--- config.mk ---
export PLATFORM = sky130hd
export DESIGN_NAME = aoi_datapath
export DESIGN_NICKNAME = d
export VERILOG_FILES = /design/src/aoi_pkg.sv /design/src/aoi_alu.sv /design/src/aoi_datapath.sv
export VERILOG_INCLUDE_DIRS = /design/src
export SDC_FILE = /design/constraint.sdc
export NUM_CORES = 1
export LEC_CHECK = 0
export BUFFER_PORTS_ARGS = -buffer_cell sky130_fd_sc_hd__buf_2
export CAP_MARGIN = 40
export CORE_MARGIN = 5
export CORE_UTILIZATION = 35
export DETAILED_ROUTE_END_ITERATION = 8
export SLEW_MARGIN = 0
export SYNTH_ARGS = -nofsm -noshare
export SYNTH_HDL_FRONTEND = slang
export SYNTH_SLANG_ARGS = --single-unit
--- constraint.sdc ---
create_clock -name SYS_CLK -period 1.8 [get_ports SYS_CLK]
set_input_delay 0.18 -clock SYS_CLK [delete_from_list [all_inputs] [get_ports SYS_CLK]]
set_output_delay 0.18 -clock SYS_CLK [all_outputs]
set_load 0.02 [all_outputs]
--- src/aoi_defines.svh ---
// Constants for the OR, increment, shift and move datapath
`ifndef AOI_DEFINES_SVH
`define AOI_DEFINES_SVH
`define AOI_DATA_W     8
`define AOI_ADDR_W     7
`define AOI_ACC_RESET  8'h00
`define AOI_ZERO_RESET 1'h0
`define AOI_CARRY_RESET 1'h0
`define AOI_WADDR_RESET 7'h00
`define AOI_WDATA_RESET 8'h00
`define AOI_MSB        7
`define AOI_LSB        0
`define AOI_DEST_ACC   1'h0
`define AOI_DEST_FILE  1'h1
`endif

--- src/aoi_pkg.sv ---
// Types shared by the datapath files
package aoi_pkg;
	typedef enum logic [2:0] {
		AOI_OP_NONE      = 3'h0,
		AOI_OP_OR_LIT    = 3'h1,
		AOI_OP_INC_FILE  = 3'h2,
		AOI_OP_OR_FILE   = 3'h3,
		AOI_OP_SHL_FILE  = 3'h4,
		AOI_OP_SHR_FILE  = 3'h5,
		AOI_OP_COPY_FILE = 3'h6
	} aoi_op_type;

	typedef struct packed {
		aoi_op_type op;
		logic       dest;
		logic [6:0] addr;
		logic [7:0] literal;
	} aoi_cmd_type;

	typedef struct packed {
		logic [7:0] value;
		logic       carry_out;
		logic       carry_upd;
		logic       zero_upd;
	} aoi_res_type;
endpackage : aoi_pkg

--- src/aoi_alu.sv ---
// Combinational result and flag-update selection per operation
`timescale 1ns/10ps
`include "aoi_defines.svh"
module aoi_alu
	import aoi_pkg::*;
(
	// Operation and operands
	input  wire aoi_op_type  op,
	input  wire logic [7:0]  acc,
	input  wire logic [7:0]  file_data,
	input  wire logic [7:0]  literal,
	// Result
	output aoi_res_type      res
);
	// One case per operation; unused ops update nothing
	always_comb begin
		res = '0;
		case (op)
			AOI_OP_OR_LIT: begin
				res.value    = acc | literal;
				res.zero_upd = 1'b1;
			end
			AOI_OP_INC_FILE: begin
				res.value    = file_data + 8'h01;
				res.zero_upd = 1'b1;
			end
			AOI_OP_OR_FILE: begin
				res.value    = acc | file_data;
				res.zero_upd = 1'b1;
			end
			AOI_OP_SHL_FILE: begin
				res.value     = {file_data[`AOI_MSB-1:0], 1'b0};
				res.carry_out = file_data[`AOI_MSB];
				res.carry_upd = 1'b1;
				res.zero_upd  = 1'b1;
			end
			AOI_OP_SHR_FILE: begin
				res.value     = {1'b0, file_data[`AOI_MSB:1]};
				res.carry_out = file_data[`AOI_LSB];
				res.carry_upd = 1'b1;
				res.zero_upd  = 1'b1;
			end
			AOI_OP_COPY_FILE: begin
				res.value    = file_data;
				res.zero_upd = 1'b1;
			end
			default: begin
				res = '0;
			end
		endcase
	end
endmodule : aoi_alu

--- src/aoi_datapath.sv ---
// Top of the OR, increment, shift and move datapath with acc and flags
`timescale 1ns/10ps
`include "aoi_defines.svh"
//Contract
// - OR literal into acc, zero flag only
// - Increment file, dest bit picks target
// - OR acc with file, dest picks target
// - Left shift: bit7 to carry, flags updated
// - Left shift fills bit0 with zero
// - Copy file to acc or itself, one cycle
// - Copy updates zero flag even on rewrite
// - Right shift: bit0 to carry, bit7 zero
module aoi_datapath
	import aoi_pkg::*;
(
	// Clock and reset
	input  wire logic        SYS_CLK,
	input  wire logic        RESET_N,
	// Decoded instruction, one per cycle
	input  wire logic        CMD_VALID,
	input  wire aoi_cmd_type CMD,
	// File register read port (same clock)
	output logic [6:0]       FILE_RADDR,
	input  wire logic [7:0]  FILE_RDATA,
	// File register write port
	output logic             FILE_WE,
	output logic [6:0]       FILE_WADDR,
	output logic [7:0]       FILE_WDATA,
	// Architectural state
	output logic [7:0]       ACC,
	output logic             ZERO_FLAG,
	output logic             CARRY_FLAG
);
	// Two-stage release of the asynchronous reset
	logic [1:0]  reset_sync;
	logic        rst_n;

	// Result bundle from the operation unit
	aoi_res_type res;

	// Decoded control for the instruction in flight
	logic        op_known;
	logic        exec;
	logic        to_file;
	logic        to_acc;
	logic        write_zero;
	logic        write_carry;
	logic        result_zero;

	// Operation codes handled here:
	//   Or literal  - acc or literal into acc, zero flag
	//   Increment   - file plus one, zero flag
	//   Or file     - acc or file, zero flag
	//   Shift left  - msb out to carry, zero in at lsb
	//   Shift right - lsb out to carry, zero in at msb
	//   Copy        - file unchanged, zero flag even on rewrite

	// True only for the six implemented operation codes
	function automatic logic op_is_known(aoi_op_type op);
		logic known;
		known = 1'b0;
		case (op)
			AOI_OP_OR_LIT: begin
				known = 1'b1;
			end
			AOI_OP_INC_FILE: begin
				known = 1'b1;
			end
			AOI_OP_OR_FILE: begin
				known = 1'b1;
			end
			AOI_OP_SHL_FILE: begin
				known = 1'b1;
			end
			AOI_OP_SHR_FILE: begin
				known = 1'b1;
			end
			AOI_OP_COPY_FILE: begin
				known = 1'b1;
			end
			default: begin
				known = 1'b0; // Idle code and spare code
			end
		endcase
		return known;
	endfunction : op_is_known

	// Operations whose dest bit may send the result back to the file
	function automatic logic op_has_file_dest(aoi_op_type op);
		logic has_dest;
		has_dest = 1'b0;
		case (op)
			AOI_OP_INC_FILE: begin
				has_dest = 1'b1;
			end
			AOI_OP_OR_FILE: begin
				has_dest = 1'b1;
			end
			AOI_OP_SHL_FILE: begin
				has_dest = 1'b1;
			end
			AOI_OP_SHR_FILE: begin
				has_dest = 1'b1;
			end
			AOI_OP_COPY_FILE: begin
				has_dest = 1'b1;
			end
			default: begin
				has_dest = 1'b0; // Literal OR has no file operand
			end
		endcase
		return has_dest;
	endfunction : op_has_file_dest

	// Zero test over the whole byte, never a slice of it
	function automatic logic is_zero_byte(logic [7:0] value);
		return (value == 8'h00);
	endfunction : is_zero_byte

	// Reset release through two flops; assert is async
	// Every state flop below resets from the synchronised copy, so all of
	// them leave reset on the same edge and a slow release on the pin
	// cannot let half the state start a cycle early
	always_ff @(posedge SYS_CLK or negedge RESET_N) begin
		if (!RESET_N) begin
			reset_sync <= 2'h0;
		end else begin
			reset_sync <= {reset_sync[0], 1'b1};
		end
	end
	assign rst_n = reset_sync[1];

	// File read is combinational so each op takes a single cycle
	assign FILE_RADDR  = CMD.addr;

	// Spare and idle codes are dropped whole, leaving all state alone
	assign op_known    = op_is_known(CMD.op);
	assign exec        = CMD_VALID && op_known;

	// Literal OR always targets the accumulator,
	// whatever its dest bit says
	assign to_file     = (CMD.dest == `AOI_DEST_FILE) && op_has_file_dest(CMD.op);
	assign to_acc      = !to_file;

	// Flag enables follow the operation unit, so decode lives in one place
	assign write_zero  = exec && res.zero_upd;
	assign write_carry = exec && res.carry_upd;
	assign result_zero = is_zero_byte(res.value);

	// Timing of one instruction:
	//   Operands settle from CMD, ACC and the file read port
	//   The taking edge loads ACC, the zero flag and the carry
	//   A file write-back leaves as a one-cycle strobe after that edge
	//   Address and data of the last write then hold until the next one
	// Limitation: a read of the byte written by the previous instruction
	//   sees the old contents unless the file forwards its pending write;
	//   this unit keeps no copy, to stay free of a second data path

	aoi_alu u_alu (
		.op        (CMD.op),
		.acc       (ACC),
		.file_data (FILE_RDATA),
		.literal   (CMD.literal),
		.res       (res)
	);

	// Accumulator destination
	always_ff @(posedge SYS_CLK or negedge rst_n) begin
		if (!rst_n) begin
			ACC <= `AOI_ACC_RESET;
		end else if (exec && to_acc) begin
			ACC <= res.value;
		end
	end

	// Write strobe lasts exactly one cycle per write-back
	always_ff @(posedge SYS_CLK or negedge rst_n) begin
		if (!rst_n) begin
			FILE_WE <= 1'b0;
		end else begin
			FILE_WE <= exec && to_file;
		end
	end

	// Write address holds between writes so the file may sample late
	always_ff @(posedge SYS_CLK or negedge rst_n) begin
		if (!rst_n) begin
			FILE_WADDR <= `AOI_WADDR_RESET;
		end else if (exec && to_file) begin
			FILE_WADDR <= CMD.addr;
		end
	end

	// Write data from a flop, never straight from the operation unit
	always_ff @(posedge SYS_CLK or negedge rst_n) begin
		if (!rst_n) begin
			FILE_WDATA <= `AOI_WDATA_RESET;
		end else if (exec && to_file) begin
			FILE_WDATA <= res.value;
		end
	end

	// Zero flag from full 8-bit result
	always_ff @(posedge SYS_CLK or negedge rst_n) begin
		if (!rst_n) begin
			ZERO_FLAG <= `AOI_ZERO_RESET;
		end else if (write_zero) begin
			ZERO_FLAG <= result_zero;
		end
	end

	// Shift-out bit, touched only by shifts
	always_ff @(posedge SYS_CLK or negedge rst_n) begin
		if (!rst_n) begin
			CARRY_FLAG <= `AOI_CARRY_RESET;
		end else if (write_carry) begin
			CARRY_FLAG <= res.carry_out;
		end
	end
endmodule : aoi_datapath

### Yosys cells after proc, flatten, opt, wreduce, memory -nomap -nowiden

Index checks and enable logic that the tools add are counted.

* bitwise operators: 2
* reductions and logical operators: 10
* add/sub/neg operators: 1
* muxes and demuxes: 4
* equality and inequality tests: 6

Operator list (count)
* 8-bit case mux with 6 select lines: 1
* 8-bit bitwise OR: 2
* 3-bit equality test, second input constant: 3
* 8-bit by 1-bit adder with 8-bit output, second input constant: 1
* 8-bit logical NOT: 1
* 3-bit by 2-bit equality test with 1-bit output, second input constant: 2
* 1-bit logical AND: 6
* 6-bit OR reduction: 1
* 5-bit OR reduction: 1
* 2-bit case mux with 2 select lines: 1
* 3-bit by 1-bit equality test with 1-bit output, second input constant: 1
* 1-bit 2-to-1 mux: 2
* 1-bit logical NOT: 1

* input port bits: 30
* register bits after elaboration: 28
* logic and storage cells: 30

### Longest topological paths before layout

Gate-level depths: netlist of run 1.

* word-level depth: 6
* depth in mapped cells: 8
* depth with buffers taken out: 7

### Cells and area by module

Synthesis of run 1 repeated with hierarchy kept, for this count alone.

* cells, all modules: 164
* area, all modules: 1791.7 sq um

By module, submodules not included
* aoi_datapath: cells each 74, instances 1, area an instance 1178.6 sq um
* aoi_alu: cells each 90, instances 1, area an instance 613.1 sq um

### Worst setup path after synthesis of run 1

Ideal clock, no wire load.

* path kind: input -> register
* start: input port CMD[17] (netlist name)
* end: register ZERO_FLAG
* stages on the path: 7
* arrival: 1.337 ns
* path slack: 0.371 ns
* required time: 1.708 ns
* path through: buf_2 -> and2b_4 -> a211oi_2 -> a2111oi_0 -> a311oi_2 -> nand3_1 -> o31ai_2

* word-level cells in the longest chain between the ends: 5

RTL lines
* start: declaration: RTL line aoi_datapath.sv:21 `input wire aoi_cmd_type CMD,`
* branches (longest 5 deep; another with 8-bit case mux with 6 select lines)
* end signal: assignment: RTL line aoi_datapath.sv:206 `` ZERO_FLAG <= `AOI_ZERO_RESET; ``
* end signal: assignment: RTL line aoi_datapath.sv:208 `ZERO_FLAG <= result_zero;`
* end: declaration: RTL line aoi_datapath.sv:31 `output logic ZERO_FLAG,`

Parallel ways; which one is timed is not known.
A chain may end at the register's enable or synchronous reset.

### Worst setup path after layout of run 1

* start: register ACC[0]
* end: register ZERO_FLAG

* word-level cells in the longest chain between the ends: 3

RTL lines
* start: declaration: RTL line aoi_datapath.sv:30 `output logic [7:0] ACC,`
* start signal: assignment: RTL line aoi_datapath.sv:170 `` ACC <= `AOI_ACC_RESET; ``
* start signal: assignment: RTL line aoi_datapath.sv:172 `ACC <= res.value;`
* 8-bit bitwise OR, on equally long branches: RTL line aoi_alu.sv:28, aoi_alu.sv:20
* 8-bit case mux with 6 select lines *: RTL line aoi_alu.sv:18 `case (op)`
* 8-bit logical NOT *: RTL line aoi_datapath.sv:117 `return (value == 8'h00);`

Mark *: on every way between the ends. The rest lies on a longest branch, timed or not.

==> qor.yml, run 1 <==
floorplanning:
  rows: 25
  io_pins: 63
  die-area_sq_um: 6434
  core_area_sq_um: 4755
  die_h_um: 80.21
  die_x_um: 80.21
  start_util_pct: 36.29
final_layout:
  drive_gt1_share_pct: 36.58
  nets: 289
  n_antenna_cell: 0
  area_delta_synth_final_pct: 26.25
  stdcell_area_sq_um: 2178
  stdcell_count: 324
route:
  routed_wl_um: 4514
  first_pass_iters: 4
  ant_nets: 0
  wl_per_cell_um: 13.93
  drc: 0
  drtIter0Drc: 80
  vias: 1610
  via_per_inst: 4.969
worst_setup_path:
  worst-path-max-fanout: 4
  timing.rr.start: "ACC[0]$_DFFE_PN0P_"
  required_ns: 1.98
  worst-setup-path-type: "reg -> reg"
  worst_setup_path_start_kind: "flip-flop"
  cp-startpoint: "ACC[0]$_DFFE_PN0P_"
  r2r_slack_ns: 0.24
  cp.arrival_ns: 1.74
  cp-end-kind: "flip-flop"
timing:
  period_share_pct: 86.59
  hold_slack_ns: 0.1080
  finClkSkew_ns: 0.003027
  hold_violations: 0
  rsz0062_at_grt: "false"
  fmaxAchievable_mhz: 641.6
  setup_viol: 0
  slew_viol_final: 0
  timing.setup.tns_ns: 0
  relSlewSlack_pct: 64.98
  min_period_ns: 1.559
  worst_slack_ns: 0.2414
  worstMarginPinSlew_ns: 0.5120
clock_tree:
  cts_tree: "yes"
  h-tree-depth: 1
  cts_buffers: 3
  clk-insertion-delay-late_ns: 0.27
  root_buffer: "clkbuf_8"
  cts.sinks: 28
  cts_buffer_depth: 2
  post_cts_buffers: 0
  clk_pin_slew_worst_paths_ns: 0.09
yosys:
  syn_avg_cell_area_sq_um: 8.848
  synth-seq-cells: 28
  async_flop_share_pct: 100.0
  syn_nets: 226
  synth_top_flop_cell: "dfrtp_1"
  ys_warn_count: 0
  yosys.area.top_type: "dfrtp_1"
  synth_cell_types: 51
  yosys-top-cells-area: "dfrtp_1 (41%), nand2_1 (10%), o21ai_0 (4.6%), buf_4 (3.9%), mux2i_1 (3.5%)"
  synth_area_sq_um: 1725
  yosysSeqAreaShare_pct: 40.61
  synth-edff-count: 0
  synth_top_area_share_pct: 40.61
  netlist_instances: 195
placement:
  dp.cells: 319
  place_ws_ns: 0.01123
  gp_congestion: 0.8903
  dp_hpwl_um: 3646
  port_buffers: 62
  placed_area_sq_um: 2113
power_and_ir_drop:
  p_leak_nw: 1.088
  ir_worst_vdd_mv: 0.4550
  pwr_density_cell_nw_per_um2: 842.1
global_route:
  antenna_found_initial: 0
  grt_max_degree: 27
  grt_pass1_vias: 1510
  grt_pass1_wl_um: 7541
  grt-ovfl-total: 0
  track_usage_pct: 14.90
outcome:
  status: "complete, no violations"
worst_hold_path:
  hp-class: "in -> reg"
  min_from: "CMD[10]"
run:
  maxCapViolCount: 0
-- stage by stage --
step           util [%]  power [W]
2_1_floorplan         -   0.001227
3_3_place_gp      44.45   0.001475
3_5_place_dp      44.45   0.001479
4_1_cts           45.82   0.001865
5_1_grt           45.82   0.001969
6_report          45.82   0.001834
-- cell usage after synthesis, types with 2 or more instances --
| master | instances |
|---|---|
| mux2_2 | 4 |
| nand3_1 | 7 |
| a211oi_2 | 2 |
| a21oi_1 | 6 |
| nor2b_1 | 3 |
| or3_1 | 2 |
| inv_1 | 7 |
| nor3_1 | 4 |
| buf_4 | 9 |
| o21ai_0 | 16 |
| o211ai_1 | 3 |
| a21o_1 | 2 |
| o2111ai_1 | 2 |
| nor2_1 | 3 |
| dfrtp_1 | 28 |
| xor2_1 | 2 |
| a2bb2oi_1 | 2 |
| nand2_1 | 46 |
| buf_2 | 6 |
| a211oi_1 | 2 |
| clkbuf_1 | 2 |
| o22ai_1 | 2 |
| mux2i_1 | 6 |
| nor4_1 | 2 |
-- sequential cells by signal, indices dropped and copies added (netlist names) --
name / count
ACC: 8
FILE_WDATA: 8
FILE_WADDR: 7
reset_sync: 2
CARRY_FLAG: 1
FILE_WE: 1
ZERO_FLAG: 1
-- where the power goes --
part           switching (W)  internal, W  total (W)
Clock               0.000181     0.000195   0.000377
Combinational       0.000402     0.000249   0.000651
Sequential         0.0000679     0.000739   0.000807
-- layout by cell type (no fill, tap or decap), drive strengths merged, types with 2 or more instances in the layout --
cell / n
nand2: 46
a21oi: 6
nor2: 3
or3: 2
o2111ai: 2
buf: 75
a221oi: 2
and2b: 2
o22ai: 2
nor3: 4
xor2: 2
nand3: 7
dfrtp: 28
clkbuf: 4
mux2: 4
inv: 8
nor4: 2
a21o: 2
o211ai: 3
a211oi: 4
a2bb2oi: 2
o21ai: 17
nor2b: 3
mux2i: 6
-- area by class of cell --
class / count / area, sq um
clock buffers: 4 / 55.05
fillers: 511 / 2576
inverters: 8 / 30.03
multi-input cells: 141 / 878.3
flip-flops and latches: 28 / 700.7
well taps: 67 / 83.83
repair buffers: 76 / 430.4
-- worst max-delay path: stages, from the launching register on --
cell	delay (ns)
dfrtp_1	0.43
a211oi_2	0.20
a2111oi_0	0.10
a311oi_2	0.41
nand3_1	0.14
o31ai_2	0.19
-- cell families (layout without fill, tap and decap cells) --
kind of cell / count (synthesis) / in the layout / synth area share [%]
AND/OR/NAND/NOR: 76 / 76 / 21.10
AO/OA/AOI/OAI: 50 / 50 / 20.81
flip-flops: 28 / 28 / 40.61
buffers and inverters: 26 / 88 / 8.484
multiplexers: 10 / 10 / 6.091
XOR/XNOR: 3 / 3 / 1.958
adder cells (fa/ha/maj): 1 / 1 / 0.7250
other: 1 / 1 / 0.2173
-- layer usage --
layer	vias to the layer above	share of wire, %	track usage [%]
met5	-	0	0
li1	808	-	-
met4	0	0.44	2.027
met1	765	46	20.32
met3	2	4.2	3.251
met2	35	50	24.75
-- worst paths after layout --
kind	to	cells past startpoint
worst min register to register	FILE_WE$_DFF_PN0_	1
worst max-delay path	ZERO_FLAG$_DFFE_PN0P_	5
min in group asynchronous	reset_sync[0]$_DFF_PN0_	2
worst max register to register	ZERO_FLAG$_DFFE_PN0P_	5
max in group asynchronous	FILE_WDATA[5]$_DFFE_PN0P_	1
worst min-delay path	FILE_WADDR[2]$_DFFE_PN0P_	3
-- what timing repair did --
action / CTS / global route
endpoints found under the setup margin: 0 / 1
hold endpoints to repair: 2 / 0
gates resized for setup: 0 / 1
hold buffers: 1 / 0
No activity file was read; power rests on OpenSTA's default activity.
==> run 2: changes to the inputs <==
--- a/config.mk
+++ b/config.mk
@@ -9,8 +9,9 @@
 export BUFFER_PORTS_ARGS = -buffer_cell sky130_fd_sc_hd__buf_2
 export CAP_MARGIN = 40
 export CORE_MARGIN = 5
-export CORE_UTILIZATION = 35
+export CORE_UTILIZATION = 53
 export DETAILED_ROUTE_END_ITERATION = 8
+export PLACE_DENSITY = 0.85
 export SLEW_MARGIN = 0
 export SYNTH_ARGS = -nofsm -noshare
 export SYNTH_HDL_FRONTEND = slang
==> run 2 against run 1 <==
Against the previous run: critical path type unchanged; sequential share of layout area is 1.3 points higher; clock skew grew 0.00080 ns; global-route usage rose by 5.0 points; first-iteration DRC count shrank 6.3%; die area fell by 30%; via count increased by 0.37%.
==> qor.yml, run 2 (synthesized netlist as in run 1, its figures left out) <==
floorplanning:
  io_pins: 63  # unchanged
  die_h_um: 67.06  # -16%
  core_area_sq_um: 3078  # -35%
  start_util_pct: 56.06  # +20 points
  die_x_um: 67.06  # -16%
  rows: 20  # -20%
  die-area_sq_um: 4496  # -30%
run:
  maxCapViolCount: 0  # unchanged
worst_setup_path:
  r2r_slack_ns: 0.24  # about the same
  worst_setup_path_start_kind: "flip-flop"
  crit_family: "compound AO/OA/AOI/OAI gates"
  timing.rr.start: "ACC[0]$_DFFE_PN0P_"
  worst-path-max-fanout: 4  # unchanged
  timing.rr.end: "ZERO_FLAG$_DFFE_PN0P_"
  worst-setup-path-type: "reg -> reg"
  crit_path_top_delay_cell: "dfrtp_1"
  reg2regPathDepth: 5  # unchanged
  required_ns: 2.05  # +0.07 ns
  crit_chain: "a211oi_2 -> a2111oi_0 -> a311oi_2 -> nand3_1 -> o31ai_2"
  max_stage_delay_ns: 0.45  # +0.02 ns
  cp.arrival_ns: 1.81  # +0.07 ns
  cp-end-kind: "flip-flop"
  worst-path-buf-inv: 0  # unchanged
timing:
  rsz0062_at_grt: "false"
  min_period_ns: 1.557  # -0.001535 ns
  slew_viol_final: 0  # unchanged
  hold_violations: 0  # unchanged
  finClkSkew_ns: 0.003829  # +0.0008014 ns
  setup_viol: 0  # unchanged
  fmaxAchievable_mhz: 642.3  # about the same
  relSlewSlack_pct: 61.96  # -3.0 points
  worstMarginPinSlew_ns: 0.5562  # +0.04416 ns
  period_share_pct: 86.50  # about the same
  hold_slack_ns: 0.04607  # -0.06197 ns
  timing.setup.tns_ns: 0  # unchanged
power_and_ir_drop:
  p_leak_nw: 1.061  # -2.5%
  pwr_density_cell_nw_per_um2: 834.7  # -0.88%
  ir_worst_vdd_mv: 0.6310  # +39%
  power_w: 0.001749  # -4.6%
route:
  first_pass_iters: 4  # unchanged
  vias: 1616  # +0.37%
  ant_nets: 0  # unchanged
  routed_wl_um: 4278  # -5.2%
  drc: 0  # unchanged
  via_per_inst: 5.423  # +9.1%
  wl_per_cell_um: 14.36  # +3.0%
  drtIter0Drc: 75  # -6.3%
global_route:
  grt_pass1_vias: 1481  # -1.9%
  track_usage_pct: 19.86  # +5.0 points
  grt-ovfl-total: 0  # unchanged
  grt_pass1_wl_um: 6900  # -8.5%
  grt_max_degree: 27  # unchanged
  antenna_found_initial: 0  # unchanged
clock_tree:
  h-tree-depth: 1  # unchanged
  cts_buffer_depth: 2  # unchanged
  clk_pin_slew_worst_paths_ns: 0.14  # +0.05 ns
  root_buffer: "clkbuf_4"
  post_cts_buffers: 0  # unchanged
  cts_resized: 0  # unchanged
  clk-insertion-delay-late_ns: 0.32  # +0.05 ns
  cts_buffers: 3  # unchanged
  cts_tree: "yes"
  cts.sinks: 28  # unchanged
placement:
  port_buffers: 62  # unchanged
  gp_congestion: 0.9727  # +9.3%
  dp_hpwl_um: 3438  # -5.7%
final_layout:
  fill_cells: 290  # -43%
  drive_gt1_share_pct: 35.83  # -0.75 points
  area_delta_synth_final_pct: 21.46
  reg_top3: "ACC x8, FILE_WDATA x8, FILE_WADDR x7"
  final_cell_mix: "buf_2 (62), nand2_1 (46), dfrtp_1 (28)"
  n_antenna_cell: 0  # unchanged
  multiInputGateArea_sq_um: 878.3  # unchanged
  layout_commonest_cell: "buf_2"
  seq_area_sq_um: 700.7  # unchanged
  nets: 286  # -1.0%
worst_hold_path:
  min_from: "CMD[12]"
  hold_path_depth: 3  # unchanged
  hp-class: "in -> reg"
  holdPathEnd: "FILE_WADDR[4]$_DFFE_PN0P_"
outcome:
  status: "complete, no violations"
==> run 2: cell count changes in the layout (fill, tap and decap cells not counted), sizes merged <==
| cell | delta |
|---|---|
| buf | -3 |
==> run 2: per-stage QoR <==
step / worst slack [ns] / utilization (%) / cells / instance area [sq um]
after floorplan: 0.3712 / - / 195 / 1725
after global placement: -0.001147 / 66.59 / 293 / 2049
after detailed placement: 0.005918 / 66.59 / 293 / 2049
after CTS: 0.2388 / 68.09 / 298 / 2096
after global routing: 0.1208 / 68.09 / 298 / 2096
final: 0.2430 / 68.09 / 298 / 2096
==> run 2: how the worst max path moves through the flow <==
stage          slack, ns  cells past startpoint          startpoint               endpoint
2_1_floorplan       0.37                      7             CMD[17]  ZERO_FLAG$_DFFE_PN0P_
3_5_place_dp       0.006                      7             CMD[16]  ZERO_FLAG$_DFFE_PN0P_
4_1_cts             0.24                      5  ACC[0]$_DFFE_PN0P_  ZERO_FLAG$_DFFE_PN0P_
5_1_grt             0.12                      5  ACC[4]$_DFFE_PN0P_  ZERO_FLAG$_DFFE_PN0P_
6_report            0.24                      5  ACC[0]$_DFFE_PN0P_  ZERO_FLAG$_DFFE_PN0P_
3_3_place_gp      -0.001                      7             CMD[16]  ZERO_FLAG$_DFFE_PN0P_
==> run 2: report_power, final <==
part / switching [W] / internal (W)
Sequential: 0.0000675 / 0.000738
Clock: 0.000176 / 0.000124
Combinational: 0.000403 / 0.000240
Total: 0.000647 / 0.00110
==> run 2: metal layers <==
layer	track usage, %	part of all wire [%]	up-vias
li1	-	-	808
met1	27.51	43	754
met2	32.39	50	52
met3	4.216	6.2	2
met4	2.785	0.30	0
met5	0	0	-
==> run 2: what timing repair did <==
item                                   4_1_cts  5_1_grt
setup endpoints to repair                    0        0
endpoints found under the hold margin        2        0
hold buffers                                 1        0
==> run 2: layout make-up <==
| cell class | count | share of cell area, % |
|---|---|---|
| inverter | 8 | 1.433 |
| timing repair buffer | 73 | 18.87 |
| clock buffer | 4 | 1.731 |
| multi-input combinational | 141 | 41.91 |
| sequential | 28 | 33.43 |
| tap | 44 | 2.627 |
==> run 2: tightest hold or removal path, stage by stage <==
cell and delay, ns:
buf_2 0.08, nand2_1 0.04, nand2_1 0.05
